==> src/hdl/spcr_pkg.sv <==
// package: map, field layout and reset values of the speed profile bank
package spcr_pkg;
  // ****************************************************************
  // bus and map
  // ****************************************************************
  localparam int SPCR_AW = 12;
  localparam int SPCR_DW = 32;
  localparam int SPCR_WORDS = 6;
  localparam int SPCR_SW = 3;
  // register indices; the byte address is four times the index
  localparam logic [9:0] SPCR_IDX_LIMIT = 10'h08e;
  localparam logic [9:0] SPCR_IDX_W1 = 10'h094;
  localparam logic [9:0] SPCR_IDX_W2 = 10'h096;
  localparam logic [9:0] SPCR_IDX_W3 = 10'h098;
  localparam logic [9:0] SPCR_IDX_W4 = 10'h09a;
  localparam logic [9:0] SPCR_IDX_W5 = 10'h09c;
  // storage slots
  localparam logic [2:0] SPCR_SLOT_LIMIT = 3'h0;
  localparam logic [2:0] SPCR_SLOT_W1 = 3'h1;
  localparam logic [2:0] SPCR_SLOT_W2 = 3'h2;
  localparam logic [2:0] SPCR_SLOT_W3 = 3'h3;
  localparam logic [2:0] SPCR_SLOT_W4 = 3'h4;
  localparam logic [2:0] SPCR_SLOT_W5 = 3'h5;
  // every word clears to zero; undefined fields get a defined value
  localparam logic [31:0] SPCR_RST_WORD = 32'h0000_0000;
  // ****************************************************************
  // field positions (lsb of each field)
  // ****************************************************************
  localparam int SPCR_MAXSPD_LSB = 0;
  localparam int SPCR_MODE_LSB = 29;
  localparam int SPCR_ON1_LSB = 21;
  localparam int SPCR_OFF1_LSB = 13;
  localparam int SPCR_CLAMP1_LSB = 5;
  localparam int SPCR_BK1_HI_LSB = 0;
  localparam int SPCR_BK1_LO_LSB = 28;
  localparam int SPCR_BK2_LSB = 20;
  localparam int SPCR_BK3_LSB = 12;
  localparam int SPCR_BK4_LSB = 4;
  localparam int SPCR_BK5_HI_LSB = 0;
  localparam int SPCR_BK5_LO_LSB = 27;
  localparam int SPCR_ON2_LSB = 19;
  localparam int SPCR_OFF2_LSB = 11;
  localparam int SPCR_CLAMP2_LSB = 3;
  localparam int SPCR_TOFF1_LSB = 23;
  localparam int SPCR_TCLAMP1_LSB = 15;
  localparam int SPCR_SBK1_LSB = 7;
  localparam int SPCR_SBK2_HI_LSB = 0;
  localparam int SPCR_SBK2_LO_LSB = 30;
  localparam logic [21:0] SPCR_FULL_SCALE = 22'h0000ff;
  // ****************************************************************
  // types
  // ****************************************************************
  typedef enum logic [1:0] {
    SPCR_MODE_SPEED_REF = 2'h0,
    SPCR_MODE_LINEAR = 2'h1,
    SPCR_MODE_STAIRCASE = 2'h2,
    SPCR_MODE_FWD_REV = 2'h3
  } spcr_mode_t;
  typedef enum logic [2:0] {
    SPCR_ST_IDLE = 3'b001,
    SPCR_ST_WAIT = 3'b010,
    SPCR_ST_DONE = 3'b100
  } spcr_state_t;
endpackage

==> src/hdl/spcr_field_join.sv <==
// module: joins the split profile fields back into whole values
`timescale 1ns/100ps
module spcr_field_join
  import spcr_pkg::*;
(
  // clock and reset
  input wire logic clk,
  input wire logic srst,
  // stored words
  input wire logic [SPCR_WORDS*SPCR_DW-1:0] words,
  // joined fields
  output spcr_pkg::spcr_mode_t mode_q,
  output logic [7:0] on1_q,
  output logic [7:0] off1_q,
  output logic [7:0] clamp1_q,
  output logic [7:0] on2_q,
  output logic [7:0] off2_q,
  output logic [7:0] clamp2_q,
  output logic [39:0] in_bk_q,
  output logic [7:0] toff1_q,
  output logic [7:0] tclamp1_q,
  output logic [7:0] sbk1_q,
  output logic [7:0] sbk2_q,
  output logic [13:0] max_speed_q
);
  logic [31:0] w1, w2, w3, w4, w5, wl;
  logic [7:0] on1_d, off1_d, clamp1_d, on2_d, off2_d, clamp2_d;
  logic [7:0] toff1_d, tclamp1_d, sbk1_d, sbk2_d;
  logic [39:0] in_bk_d;
  logic [13:0] max_speed_d;
  spcr_mode_t mode_d;

  assign wl = words[SPCR_SLOT_LIMIT*SPCR_DW+:SPCR_DW];
  assign w1 = words[SPCR_SLOT_W1*SPCR_DW+:SPCR_DW];
  assign w2 = words[SPCR_SLOT_W2*SPCR_DW+:SPCR_DW];
  assign w3 = words[SPCR_SLOT_W3*SPCR_DW+:SPCR_DW];
  assign w4 = words[SPCR_SLOT_W4*SPCR_DW+:SPCR_DW];
  assign w5 = words[SPCR_SLOT_W5*SPCR_DW+:SPCR_DW];

  always_comb begin
    mode_d = spcr_mode_t'(w1[SPCR_MODE_LSB+:2]);
    on1_d = w1[SPCR_ON1_LSB+:8];
    off1_d = w1[SPCR_OFF1_LSB+:8];
    clamp1_d = w1[SPCR_CLAMP1_LSB+:8];
    in_bk_d[7:0] = {w1[SPCR_BK1_HI_LSB+:5], w2[SPCR_BK1_LO_LSB+:3]};
    in_bk_d[15:8] = w2[SPCR_BK2_LSB+:8];
    in_bk_d[23:16] = w2[SPCR_BK3_LSB+:8];
    in_bk_d[31:24] = w2[SPCR_BK4_LSB+:8];
    in_bk_d[39:32] = {w2[SPCR_BK5_HI_LSB+:4], w3[SPCR_BK5_LO_LSB+:4]};
    on2_d = w3[SPCR_ON2_LSB+:8];
    off2_d = w3[SPCR_OFF2_LSB+:8];
    clamp2_d = w3[SPCR_CLAMP2_LSB+:8];
    toff1_d = w4[SPCR_TOFF1_LSB+:8];
    tclamp1_d = w4[SPCR_TCLAMP1_LSB+:8];
    sbk1_d = w4[SPCR_SBK1_LSB+:8];
    sbk2_d = {w4[SPCR_SBK2_HI_LSB+:7], w5[SPCR_SBK2_LO_LSB]};
    max_speed_d = wl[SPCR_MAXSPD_LSB+:14];
  end

  always_ff @(posedge clk) begin
    if (srst) begin
      mode_q <= SPCR_MODE_SPEED_REF;
      on1_q <= 8'h00;
      off1_q <= 8'h00;
      clamp1_q <= 8'h00;
      on2_q <= 8'h00;
      off2_q <= 8'h00;
      clamp2_q <= 8'h00;
      in_bk_q <= 40'h00_0000_0000;
      toff1_q <= 8'h00;
      tclamp1_q <= 8'h00;
      sbk1_q <= 8'h00;
      sbk2_q <= 8'h00;
      max_speed_q <= 14'h0000;
    end else begin
      mode_q <= mode_d;
      on1_q <= on1_d;
      off1_q <= off1_d;
      clamp1_q <= clamp1_d;
      on2_q <= on2_d;
      off2_q <= off2_d;
      clamp2_q <= clamp2_d;
      in_bk_q <= in_bk_d;
      toff1_q <= toff1_d;
      tclamp1_q <= tclamp1_d;
      sbk1_q <= sbk1_d;
      sbk2_q <= sbk2_d;
      max_speed_q <= max_speed_d;
    end
  end
endmodule

==> src/hdl/spcr_regs.sv <==
// module: speed profile configuration bank, apb slave and field outputs
`timescale 1ns/100ps
// How it works
// - bits 30-29 of word one pick speed-reference, linear, staircase or forward-reverse.
// - first turn-on duty threshold is word one bits 28-21, scaled over 255.
// - first turn-off duty threshold is word one bits 20-13, scaled over 255.
// - first clamp duty threshold is word one bits 12-5, scaled over 255.
// - input breakpoint one joins word one bits 4-0 with word two bits 30-28.
// - input breakpoints two to four sit in word two at 27-20, 19-12, 11-4.
// - input breakpoint five joins word two bits 3-0 with word three bits 30-27.
// - second turn-on duty threshold is word three bits 26-19.
// - second turn-off duty threshold is word three bits 18-11.
// - second clamp duty threshold is word three bits 10-3, its own value scaled.
// - first turn-off target speed is word four bits 30-23, share of maximum speed.
// - first clamp target speed is word four bits 22-15, share of maximum speed.
// - speed breakpoint one is word four bits 14-7, share of maximum speed.
// - speed breakpoint two takes its seven upper bits from word four bits 6-0.
// - its lowest bit is word five bit 30; the whole is scaled against maximum speed.
// - maximum speed is a 14-bit electrical hertz field in the loop word.
module spcr_regs
  import spcr_pkg::*;
(
  // clock and reset
  input wire logic clk,
  input wire logic srst,
  // apb slave
  input wire logic psel,
  input wire logic penable,
  input wire logic pwrite,
  input wire logic [spcr_pkg::SPCR_AW-1:0] paddr,
  input wire logic [spcr_pkg::SPCR_DW-1:0] pwdata,
  input wire logic [3:0] pstrb,
  output logic pready,
  output logic [spcr_pkg::SPCR_DW-1:0] prdata,
  output logic pslverr,
  // profile mode
  output spcr_pkg::spcr_mode_t profile_mode,
  output logic [3:0] profile_mode_sel,
  // input duty thresholds
  output logic [7:0] input_on_threshold_1,
  output logic [7:0] input_off_threshold_1,
  output logic [7:0] input_clamp_threshold_1,
  output logic [7:0] input_on_threshold_2,
  output logic [7:0] input_off_threshold_2,
  output logic [7:0] input_clamp_threshold_2,
  // input breakpoints one to five
  output logic [7:0] input_bkpt_1,
  output logic [7:0] input_bkpt_2,
  output logic [7:0] input_bkpt_3,
  output logic [7:0] input_bkpt_4,
  output logic [7:0] input_bkpt_5,
  // target speeds as raw shares of full scale
  output logic [7:0] turnoff_target_1,
  output logic [7:0] clamp_target_1,
  output logic [7:0] speed_bkpt_1,
  output logic [7:0] speed_bkpt_2,
  // target speeds in electrical hertz
  output logic [13:0] max_speed_hz,
  output logic [13:0] turnoff_speed_hz_1,
  output logic [13:0] clamp_speed_hz_1,
  output logic [13:0] bkpt_speed_hz_1,
  output logic [13:0] bkpt_speed_hz_2
);
  import spcr_pkg::*;

  // ****************************************************************
  // helpers
  // ****************************************************************
  // maps a byte address onto a storage slot; hit is the top bit
  function automatic logic [3:0] slot_of(input logic [SPCR_AW-1:0] a);
    logic [3:0] r;
    r = 4'h0;
    if (a[1:0] == 2'h0) begin
      case (a[SPCR_AW-1:2])
        SPCR_IDX_LIMIT: r = {1'b1, SPCR_SLOT_LIMIT};
        SPCR_IDX_W1: r = {1'b1, SPCR_SLOT_W1};
        SPCR_IDX_W2: r = {1'b1, SPCR_SLOT_W2};
        SPCR_IDX_W3: r = {1'b1, SPCR_SLOT_W3};
        SPCR_IDX_W4: r = {1'b1, SPCR_SLOT_W4};
        SPCR_IDX_W5: r = {1'b1, SPCR_SLOT_W5};
        default: r = 4'h0;
      endcase
    end
    return r;
  endfunction

  // share of full scale times maximum speed; result never exceeds max
  function automatic logic [13:0] scale(input logic [7:0] v, input logic [13:0] m);
    logic [21:0] p;
    p = 22'(v) * 22'(m);
    return 14'(p / SPCR_FULL_SCALE);
  endfunction

  // one-hot view of the mode code for the profile logic
  function automatic logic [3:0] onehot_of(input spcr_mode_t m);
    logic [3:0] r;
    r = 4'h1;
    case (m)
      SPCR_MODE_SPEED_REF: r = 4'h1;
      SPCR_MODE_LINEAR: r = 4'h2;
      SPCR_MODE_STAIRCASE: r = 4'h4;
      SPCR_MODE_FWD_REV: r = 4'h8;
      default: r = 4'h1;
    endcase
    return r;
  endfunction

  // ****************************************************************
  // apb transfer sequencing
  // ****************************************************************
  spcr_state_t state_q;
  spcr_state_t state_d;
  logic pready_q;
  logic pready_d;
  logic pslverr_q;
  logic pslverr_d;
  logic [SPCR_DW-1:0] prdata_q;
  logic [SPCR_DW-1:0] prdata_d;
  logic [3:0] dec;
  logic wr_en;
  logic [SPCR_DW-1:0] rd_data;
  logic [SPCR_WORDS*SPCR_DW-1:0] words;

  // decode straight from the held address; the master keeps it stable
  assign dec = slot_of(paddr);

  // ****************************************************************
  // transfer capture
  // ****************************************************************
  // the decode is taken once, at setup; the answer and the write then
  // no longer lean on a long path from the address pins
  logic hit_q;
  logic hit_d;
  logic [SPCR_SW-1:0] slot_q;
  logic [SPCR_SW-1:0] slot_d;

  always_comb begin
    hit_d = hit_q;
    slot_d = slot_q;
    if (state_q == SPCR_ST_IDLE && psel && !penable) begin
      hit_d = dec[3];
      slot_d = dec[2:0];
    end
  end

  always_ff @(posedge clk) begin
    if (srst) begin
      hit_q <= 1'b0;
      slot_q <= '0;
    end else begin
      hit_q <= hit_d;
      slot_q <= slot_d;
    end
  end

  always_comb begin
    state_d = state_q;
    pready_d = 1'b0;
    pslverr_d = 1'b0;
    prdata_d = '0;
    wr_en = 1'b0;
    case (state_q)
      SPCR_ST_IDLE: begin
        if (psel && !penable) begin
          state_d = SPCR_ST_WAIT;
        end
      end
      // one wait cycle lets the storage read settle into its register
      SPCR_ST_WAIT: begin
        if (psel && penable) begin
          state_d = SPCR_ST_DONE;
          pready_d = 1'b1;
          pslverr_d = !hit_q;
          prdata_d = (hit_q && !pwrite) ? rd_data : '0;
        end else begin
          state_d = SPCR_ST_IDLE;
        end
      end
      // writes land at the same edge at which the master sees pready
      SPCR_ST_DONE: begin
        state_d = SPCR_ST_IDLE;
        wr_en = psel && penable && pwrite && hit_q;
      end
      default: begin
        state_d = SPCR_ST_IDLE;
      end
    endcase
  end

  always_ff @(posedge clk) begin
    if (srst) begin
      state_q <= SPCR_ST_IDLE;
      pready_q <= 1'b0;
      pslverr_q <= 1'b0;
      prdata_q <= '0;
    end else begin
      state_q <= state_d;
      pready_q <= pready_d;
      pslverr_q <= pslverr_d;
      prdata_q <= prdata_d;
    end
  end

  assign pready = pready_q;
  assign pslverr = pslverr_q;
  assign prdata = prdata_q;

  // ****************************************************************
  // storage
  // ****************************************************************
  // parity and reserved bits are kept as plain read/write storage
  spcr_word_mem #(
    .WORDS(SPCR_WORDS),
    .DW(SPCR_DW),
    .SW(SPCR_SW),
    .RST_VAL(SPCR_RST_WORD)
  ) u_mem (
    .clk(clk),
    .srst(srst),
    .wr_en(wr_en),
    .wr_slot(slot_q),
    .wr_strb(pstrb),
    .wr_data(pwdata),
    .rd_slot(dec[2:0]),
    .rd_data_q(rd_data),
    .words(words)
  );

  // ****************************************************************
  // field joining
  // ****************************************************************
  logic [39:0] in_bk;

  spcr_field_join u_join (
    .clk(clk),
    .srst(srst),
    .words(words),
    .mode_q(profile_mode),
    .on1_q(input_on_threshold_1),
    .off1_q(input_off_threshold_1),
    .clamp1_q(input_clamp_threshold_1),
    .on2_q(input_on_threshold_2),
    .off2_q(input_off_threshold_2),
    .clamp2_q(input_clamp_threshold_2),
    .in_bk_q(in_bk),
    .toff1_q(turnoff_target_1),
    .tclamp1_q(clamp_target_1),
    .sbk1_q(speed_bkpt_1),
    .sbk2_q(speed_bkpt_2),
    .max_speed_q(max_speed_hz)
  );

  assign input_bkpt_1 = in_bk[7:0];
  assign input_bkpt_2 = in_bk[15:8];
  assign input_bkpt_3 = in_bk[23:16];
  assign input_bkpt_4 = in_bk[31:24];
  assign input_bkpt_5 = in_bk[39:32];

  // ****************************************************************
  // mode decode and speed scaling
  // ****************************************************************
  logic [3:0] mode_sel_q;
  logic [3:0] mode_sel_d;
  logic [13:0] toff_hz_q;
  logic [13:0] toff_hz_d;
  logic [13:0] tclamp_hz_q;
  logic [13:0] tclamp_hz_d;
  logic [13:0] sbk1_hz_q;
  logic [13:0] sbk1_hz_d;
  logic [13:0] sbk2_hz_q;
  logic [13:0] sbk2_hz_d;

  // scaled speeds lag the raw fields by one cycle; a full divider
  // is traded here for one slow path, settings change rarely
  always_comb begin
    mode_sel_d = onehot_of(profile_mode);
    toff_hz_d = scale(turnoff_target_1, max_speed_hz);
    tclamp_hz_d = scale(clamp_target_1, max_speed_hz);
    sbk1_hz_d = scale(speed_bkpt_1, max_speed_hz);
    sbk2_hz_d = scale(speed_bkpt_2, max_speed_hz);
  end

  always_ff @(posedge clk) begin
    if (srst) begin
      mode_sel_q <= 4'h1;
      toff_hz_q <= 14'h0000;
      tclamp_hz_q <= 14'h0000;
      sbk1_hz_q <= 14'h0000;
      sbk2_hz_q <= 14'h0000;
    end else begin
      mode_sel_q <= mode_sel_d;
      toff_hz_q <= toff_hz_d;
      tclamp_hz_q <= tclamp_hz_d;
      sbk1_hz_q <= sbk1_hz_d;
      sbk2_hz_q <= sbk2_hz_d;
    end
  end

  assign profile_mode_sel = mode_sel_q;
  assign turnoff_speed_hz_1 = toff_hz_q;
  assign clamp_speed_hz_1 = tclamp_hz_q;
  assign bkpt_speed_hz_1 = sbk1_hz_q;
  assign bkpt_speed_hz_2 = sbk2_hz_q;
endmodule

==> src/hdl/spcr_word_mem.sv <==
// module: word storage of the bank with byte writes and registered read
`timescale 1ns/100ps
module spcr_word_mem #(
  parameter int WORDS = 6,
  parameter int DW = 32,
  parameter int SW = 3,
  parameter logic [DW-1:0] RST_VAL = '0
) (
  // clock and reset
  input wire logic clk,
  input wire logic srst,
  // write port
  input wire logic wr_en,
  input wire logic [SW-1:0] wr_slot,
  input wire logic [DW/8-1:0] wr_strb,
  input wire logic [DW-1:0] wr_data,
  // read port
  input wire logic [SW-1:0] rd_slot,
  output logic [DW-1:0] rd_data_q,
  // all words for the field logic
  output logic [WORDS*DW-1:0] words
);
  logic [DW-1:0] mem_q [WORDS];
  logic [DW-1:0] mem_d [WORDS];
  logic [DW-1:0] rd_data_d;

  always_comb begin
    rd_data_d = '0;
    for (int i = 0; i < WORDS; i++) begin
      for (int b = 0; b < DW / 8; b++) begin
        if (wr_en && wr_slot == SW'(i) && wr_strb[b]) begin
          mem_d[i][8*b+:8] = wr_data[8*b+:8];
        end else begin
          mem_d[i][8*b+:8] = mem_q[i][8*b+:8];
        end
      end
      if (rd_slot == SW'(i)) begin
        rd_data_d = mem_q[i];
      end
    end
  end

  always_ff @(posedge clk) begin
    for (int i = 0; i < WORDS; i++) begin
      mem_q[i] <= srst ? RST_VAL : mem_d[i];
    end
    rd_data_q <= srst ? '0 : rd_data_d;
  end

  for (genvar g = 0; g < WORDS; g++) begin : g_flat
    assign words[g*DW+:DW] = mem_q[g];
  end
endmodule

==> config.mk <==
export PLATFORM = sky130hd
export DESIGN_NAME = spcr_regs
export DESIGN_NICKNAME = d
export VERILOG_FILES = /design/src/hdl/spcr_pkg.sv /design/src/hdl/spcr_field_join.sv /design/src/hdl/spcr_regs.sv /design/src/hdl/spcr_word_mem.sv
export SDC_FILE = /design/constraint.sdc
export NUM_CORES = 2
export LEC_CHECK = 0
export ABC_AREA = 1
export BUFFER_PORTS_ARGS = -buffer_cell sky130_fd_sc_hd__buf_2
export CAP_MARGIN = 20
export CORE_MARGIN = 4
export CORE_UTILIZATION = 51
export DETAILED_ROUTE_END_ITERATION = 12
export PLACE_DENSITY = 0.76
export SLEW_MARGIN = 20
export SYNTH_ARGS = -nofsm -noshare
export SYNTH_HDL_FRONTEND = slang
export SYNTH_SLANG_ARGS = --single-unit
==> constraint.sdc <==
create_clock -name clk -period 11.4 [get_ports clk]
set_input_delay 2.28 -clock clk [delete_from_list [all_inputs] [get_ports clk]]
set_output_delay 2.28 -clock clk [all_outputs]
set_load 0.05 [all_outputs]
==> summary by stage <==
Setup path
For the worst setup path, the data required time is 11930 ps. The kind of launch point of the worst setup path is a flip-flop. The category of the worst setup path capture point is a flip-flop. The critical path is of the flip-flop to flip-flop type.

The largest individual stage delay along the critical path comes from the cell sky130_fd_sc_hd__fa_1. The maximum fanout encountered on the critical timing path is 7. For the worst setup path, the data arrival time is 13150 ps. In this design, the stage delay of the slowest critical-path cell is 500 ps. Counting stages on the worst path, the most repeated cell is sky130_fd_sc_hd__nand2_1.

CTS
In this run, CTS created clock tree buffers numbering 50. The post-CTS clock slew at the launch and capture registers of the worst setup and hold paths is 60 ps. No sink is reached through more buffers than the 3 on the longest clock path. The master cell of the clock root buffer is sky130_fd_sc_hd__clkbuf_16. The deepest level of the CTS H-tree is 2.

Counting every sink on the clock net gives 461. The CTS tree is built. At the later pin of the worst-skew pair, clock insertion delay measures 670 ps. The number of hold buffers added after CTS was 0.

Placement
The number of placed instances, taps included is 9059. Input and output buffers added on the ports amount to 282. The weighted congestion reported at the end of routability-driven placement is 0.946.

After detailed placement, the total cell area comes to roughly 54000 um^2. At the placement stage, the worst setup path has a slack of -1110 ps. The estimated wirelength of the detail-placed design is 104000 um.

Hold path
The class of the worst hold path is flip-flop to flip-flop.

Floorplanning
Once the floorplan was initialized, standard cells occupied between 50% and 60% of the core. The die is 302 um tall. The site row count is 107. The horizontal extent of the die is 302 um. The floorplan core area is around 85000 um^2. The die covers 91200 um^2. For this design the top-level I/O count stands at between 200 and 300.

Synthesis
Synthesis inferred approximately 460 register bits. Synthesis instantiated 74 different standard cells from the library. By area the synthesized netlist is led by sky130_fd_sc_hd__dfxtp_1, sky130_fd_sc_hd__nand2_1, sky130_fd_sc_hd__fa_1.

The commonest register cell after synthesis is sky130_fd_sc_hd__dfxtp_1. Synthesis produced a netlist with a net count of 7298. The sequential fraction of the synthesis area is between 20% and 30%.

The total of warnings raised by yosys is 0. The share of synthesized flip-flops with an asynchronous set or reset is 0%. The biggest area consumer among synthesized cells is sky130_fd_sc_hd__dfxtp_1. The synthesized netlist cell count is 6785. The mean post-synth cell area is 6.49 um^2. The combined area of all synthesized cells is about 44000 um^2. The count of flip-flops with a built-in enable after synthesis is 0.

Summed over its instances, the top area cell type makes up a little over a fifth of the synthesized netlist area.

Outcome
The flow ran to the end, but the final reports show violations. The checks that failed: negative setup slack.

STA
The post-route clock skew is 44.5 ps. The slew at the pin closest to its max-slew limit is between 1000 and 1500 ps. After layout, the worst path uses 111% of the clock period. The worst relative slew slack is a little under a quarter. The total of endpoints with negative setup slack in the final report is 11.

Based on the critical path, the design can be clocked at up to 79.2 MHz. The count of endpoints failing hold in the final timing report is 0. Setup repair after global routing could not meet its margin everywhere.

After layout, the minimum clock period comes to 12620 ps. The setup slack after layout is -1220 ps. The total count of max-transition violations in the final report was 0.

Detailed routing
The number of vias in the routed layout is 51100. In this run, the number of DRC markers left after iteration 0 of detailed routing was roughly 4300. Before antenna repair, the detailed router went through 9 iterations. The residual DRC count is 0. The remaining antenna violation count is 0. Dividing the detail-routed wire length by the instance count gives roughly 17 um. The routed wire length is 159000 um. Using the TritonRoute via totals, the vias-per-cell ratio works out to 5.44.

Global route
The overflow left after global routing is 0. The initial antenna violation count is 4. The via count of the first global-routing pass is 48800. Entering global routing, the biggest net connects 102 pins. The first global-routing pass estimated between 200000 and 250000 um of wire. The total routing usage reported by global routing is 30.4%.

Cells and area
The area growth from synthesis to layout is 43.0%. The filler-free cell count of the finished design is about 9400. The count of nets after finishing is 8731. The fill cell total of the finished layout is between 6000 and 7000. The area of all placed cells without fillers is 63000 um^2. The proportion of layout cells with a drive suffix above 1 is 35.9%.

Power and ir drop
The total chip power is approximately 3.4 mW. The reported leakage power is about 35 nW. The largest voltage drop on the vdd net is 0.142 mV.

Power spread over the standard cell area amounts to 54.3 nW/um^2.

Job
The tool flagged a number of max-cap violations equal to 0.
[routing by layer]
metal | vias up | part of all wire, % | global-route usage (%)
met4 | 4 | 5.2 | 11.3
met5 | - | 0.021 | 0
li1 | 23800 | - | -
met3 | 747 | 8.3 | 5.71
met1 | 24000 | 37 | 36.6
met2 | 2540 | 49 | 53.8
[layout make-up]
type / count / area, um^2 / area share [%]
Timing Repair inverter: 1 / 5.00 / 0.00794
Clock inverter: 35 / 409 / 0.649
Inverter: 1444 / 5500 / 8.72
Antenna cell: 1 / 2.50 / 0.00397
Timing Repair Buffer: 1543 / 11300 / 17.9
Tap cell: 1144 / 1430 / 2.27
Clock buffer: 58 / 1340 / 2.13
Multi-Input combinational cell: 4717 / 33800 / 53.6
Sequential cell: 461 / 9300 / 14.8
[kinds of logic after synthesis]
logic type      count (synthesis)  share of synthesized area (%)
compound gates                878                           11.2
fa+ha+maj                     460                           18.0
simple gates                 3306                           34.6
mux                             1                         0.0227
flops                         461                           20.9
buf+inv                      1611                           13.9
xor+xnor                       68                           1.40
[state kept, by name (all words and copies together), names as in the netlist, 4 cells and up]
signal,count
u_join.off2_q,8
u_join.sbk2_q,8
u_join.on1_q,8
bkpt_speed_hz_2,14
prdata,32
u_join.clamp2_q,8
turnoff_speed_hz_1,14
clamp_speed_hz_1,14
u_join.max_speed_q,14
u_join.tclamp1_q,8
u_join.on2_q,8
u_join.off1_q,8
u_mem.mem_q,192
u_join.toff1_q,8
u_join.sbk1_q,8
u_join.clamp1_q,8
bkpt_speed_hz_1,14
u_join.in_bk_q,40
u_mem.rd_data_q,32
profile_mode_sel,4
[power by group]
group | total [mW] | leakage [nW] | switching (mW) | internal (mW)
sequential | 1.61 | 3.73 | 0.00139 | 1.61
combinational | 0.0622 | 30.0 | 0.0494 | 0.0127
clock | 1.75 | 0.864 | 0.774 | 0.976
total | 3.42 | 34.6 | 0.824 | 2.60
[layout by cell type (no fill, tap or decap), types with 114 or more instances in the layout]
| cell | instances |
|---|---|
| sky130_fd_sc_hd__a21oi_1 | 295 |
| sky130_fd_sc_hd__buf_2 | 281 |
| sky130_fd_sc_hd__buf_4 | 1203 |
| sky130_fd_sc_hd__dfxtp_1 | 431 |
| sky130_fd_sc_hd__fa_1 | 277 |
| sky130_fd_sc_hd__ha_1 | 119 |
| sky130_fd_sc_hd__inv_1 | 1323 |
| sky130_fd_sc_hd__nand2_1 | 1509 |
| sky130_fd_sc_hd__nand2_2 | 315 |
| sky130_fd_sc_hd__nand2_4 | 135 |
| sky130_fd_sc_hd__nand3_1 | 252 |
| sky130_fd_sc_hd__nand3_2 | 128 |
| sky130_fd_sc_hd__nor2_1 | 441 |
| sky130_fd_sc_hd__nor2_2 | 114 |
| sky130_fd_sc_hd__nor2_4 | 131 |
| sky130_fd_sc_hd__o21ai_0 | 217 |
[synth_stat cells (21+ instances only)]
cell type	number
sky130_fd_sc_hd__inv_1	1364
sky130_fd_sc_hd__clkbuf_1	155
sky130_fd_sc_hd__nand3_2	78
sky130_fd_sc_hd__nand4_1	81
sky130_fd_sc_hd__nand2_4	40
sky130_fd_sc_hd__nor2_4	31
sky130_fd_sc_hd__nor3_1	32
sky130_fd_sc_hd__fa_1	288
sky130_fd_sc_hd__nand2_2	173
sky130_fd_sc_hd__inv_2	71
sky130_fd_sc_hd__ha_1	172
sky130_fd_sc_hd__o21ai_0	271
sky130_fd_sc_hd__nand3_1	373
sky130_fd_sc_hd__nor2_1	576
sky130_fd_sc_hd__o211ai_1	23
sky130_fd_sc_hd__a211oi_1	64
sky130_fd_sc_hd__o22ai_1	33
sky130_fd_sc_hd__dfxtp_1	461
sky130_fd_sc_hd__nor2_2	79
sky130_fd_sc_hd__o21ai_1	73
sky130_fd_sc_hd__nand2_1	1764
sky130_fd_sc_hd__xor2_1	48
sky130_fd_sc_hd__a21oi_1	331
sky130_fd_sc_hd__nand3b_1	21
[repair_timing]
| item | CTS | global route |
|---|---|---|
| setup buffers | 129 | 117 |
| cloned | 3 | 2 |
| setup endpoints to repair | 9 | 16 |
| gates resized for setup | 616 | 639 |
| pin swaps | 309 | 446 |
[per-stage QoR]
stage | TNS (ps) | hold WS [ps] | util (%)
detailed placement | -6210 | 401 | 63.3
CTS | -1750 | 380 | 69.6
finish | -7210 | 390 | 73.8
global route | -14620 | 417 | 73.8
floorplan | -1.96 | 394 | -
global placement | -3350 | 401 | 63.3
[worst max-delay path, delay by kind of cell, from the launching register on]
family | cells | cell delay (ps)
AO/OA/AOI/OAI | 6 | 1020
adder cells (fa/ha/maj) | 6 | 2420
buffers and inverters | 20 | 2320
flip-flops | 1 | 320
AND/OR/NAND/NOR | 57 | 6330
[final timing paths]
path / start / to / slack [ps] / cells past startpoint
hold / removal: u_mem.rd_data_q[13] / prdata[13] / 390 / 2
setup reg to reg: u_join.max_speed_q[11] / bkpt_speed_hz_2[0] / -1220 / 89
setup / recovery: u_join.max_speed_q[11] / bkpt_speed_hz_2[0] / -1220 / 89
hold reg to reg: u_mem.rd_data_q[13] / prdata[13] / 390 / 2
(Power assumes the default switching activity.)
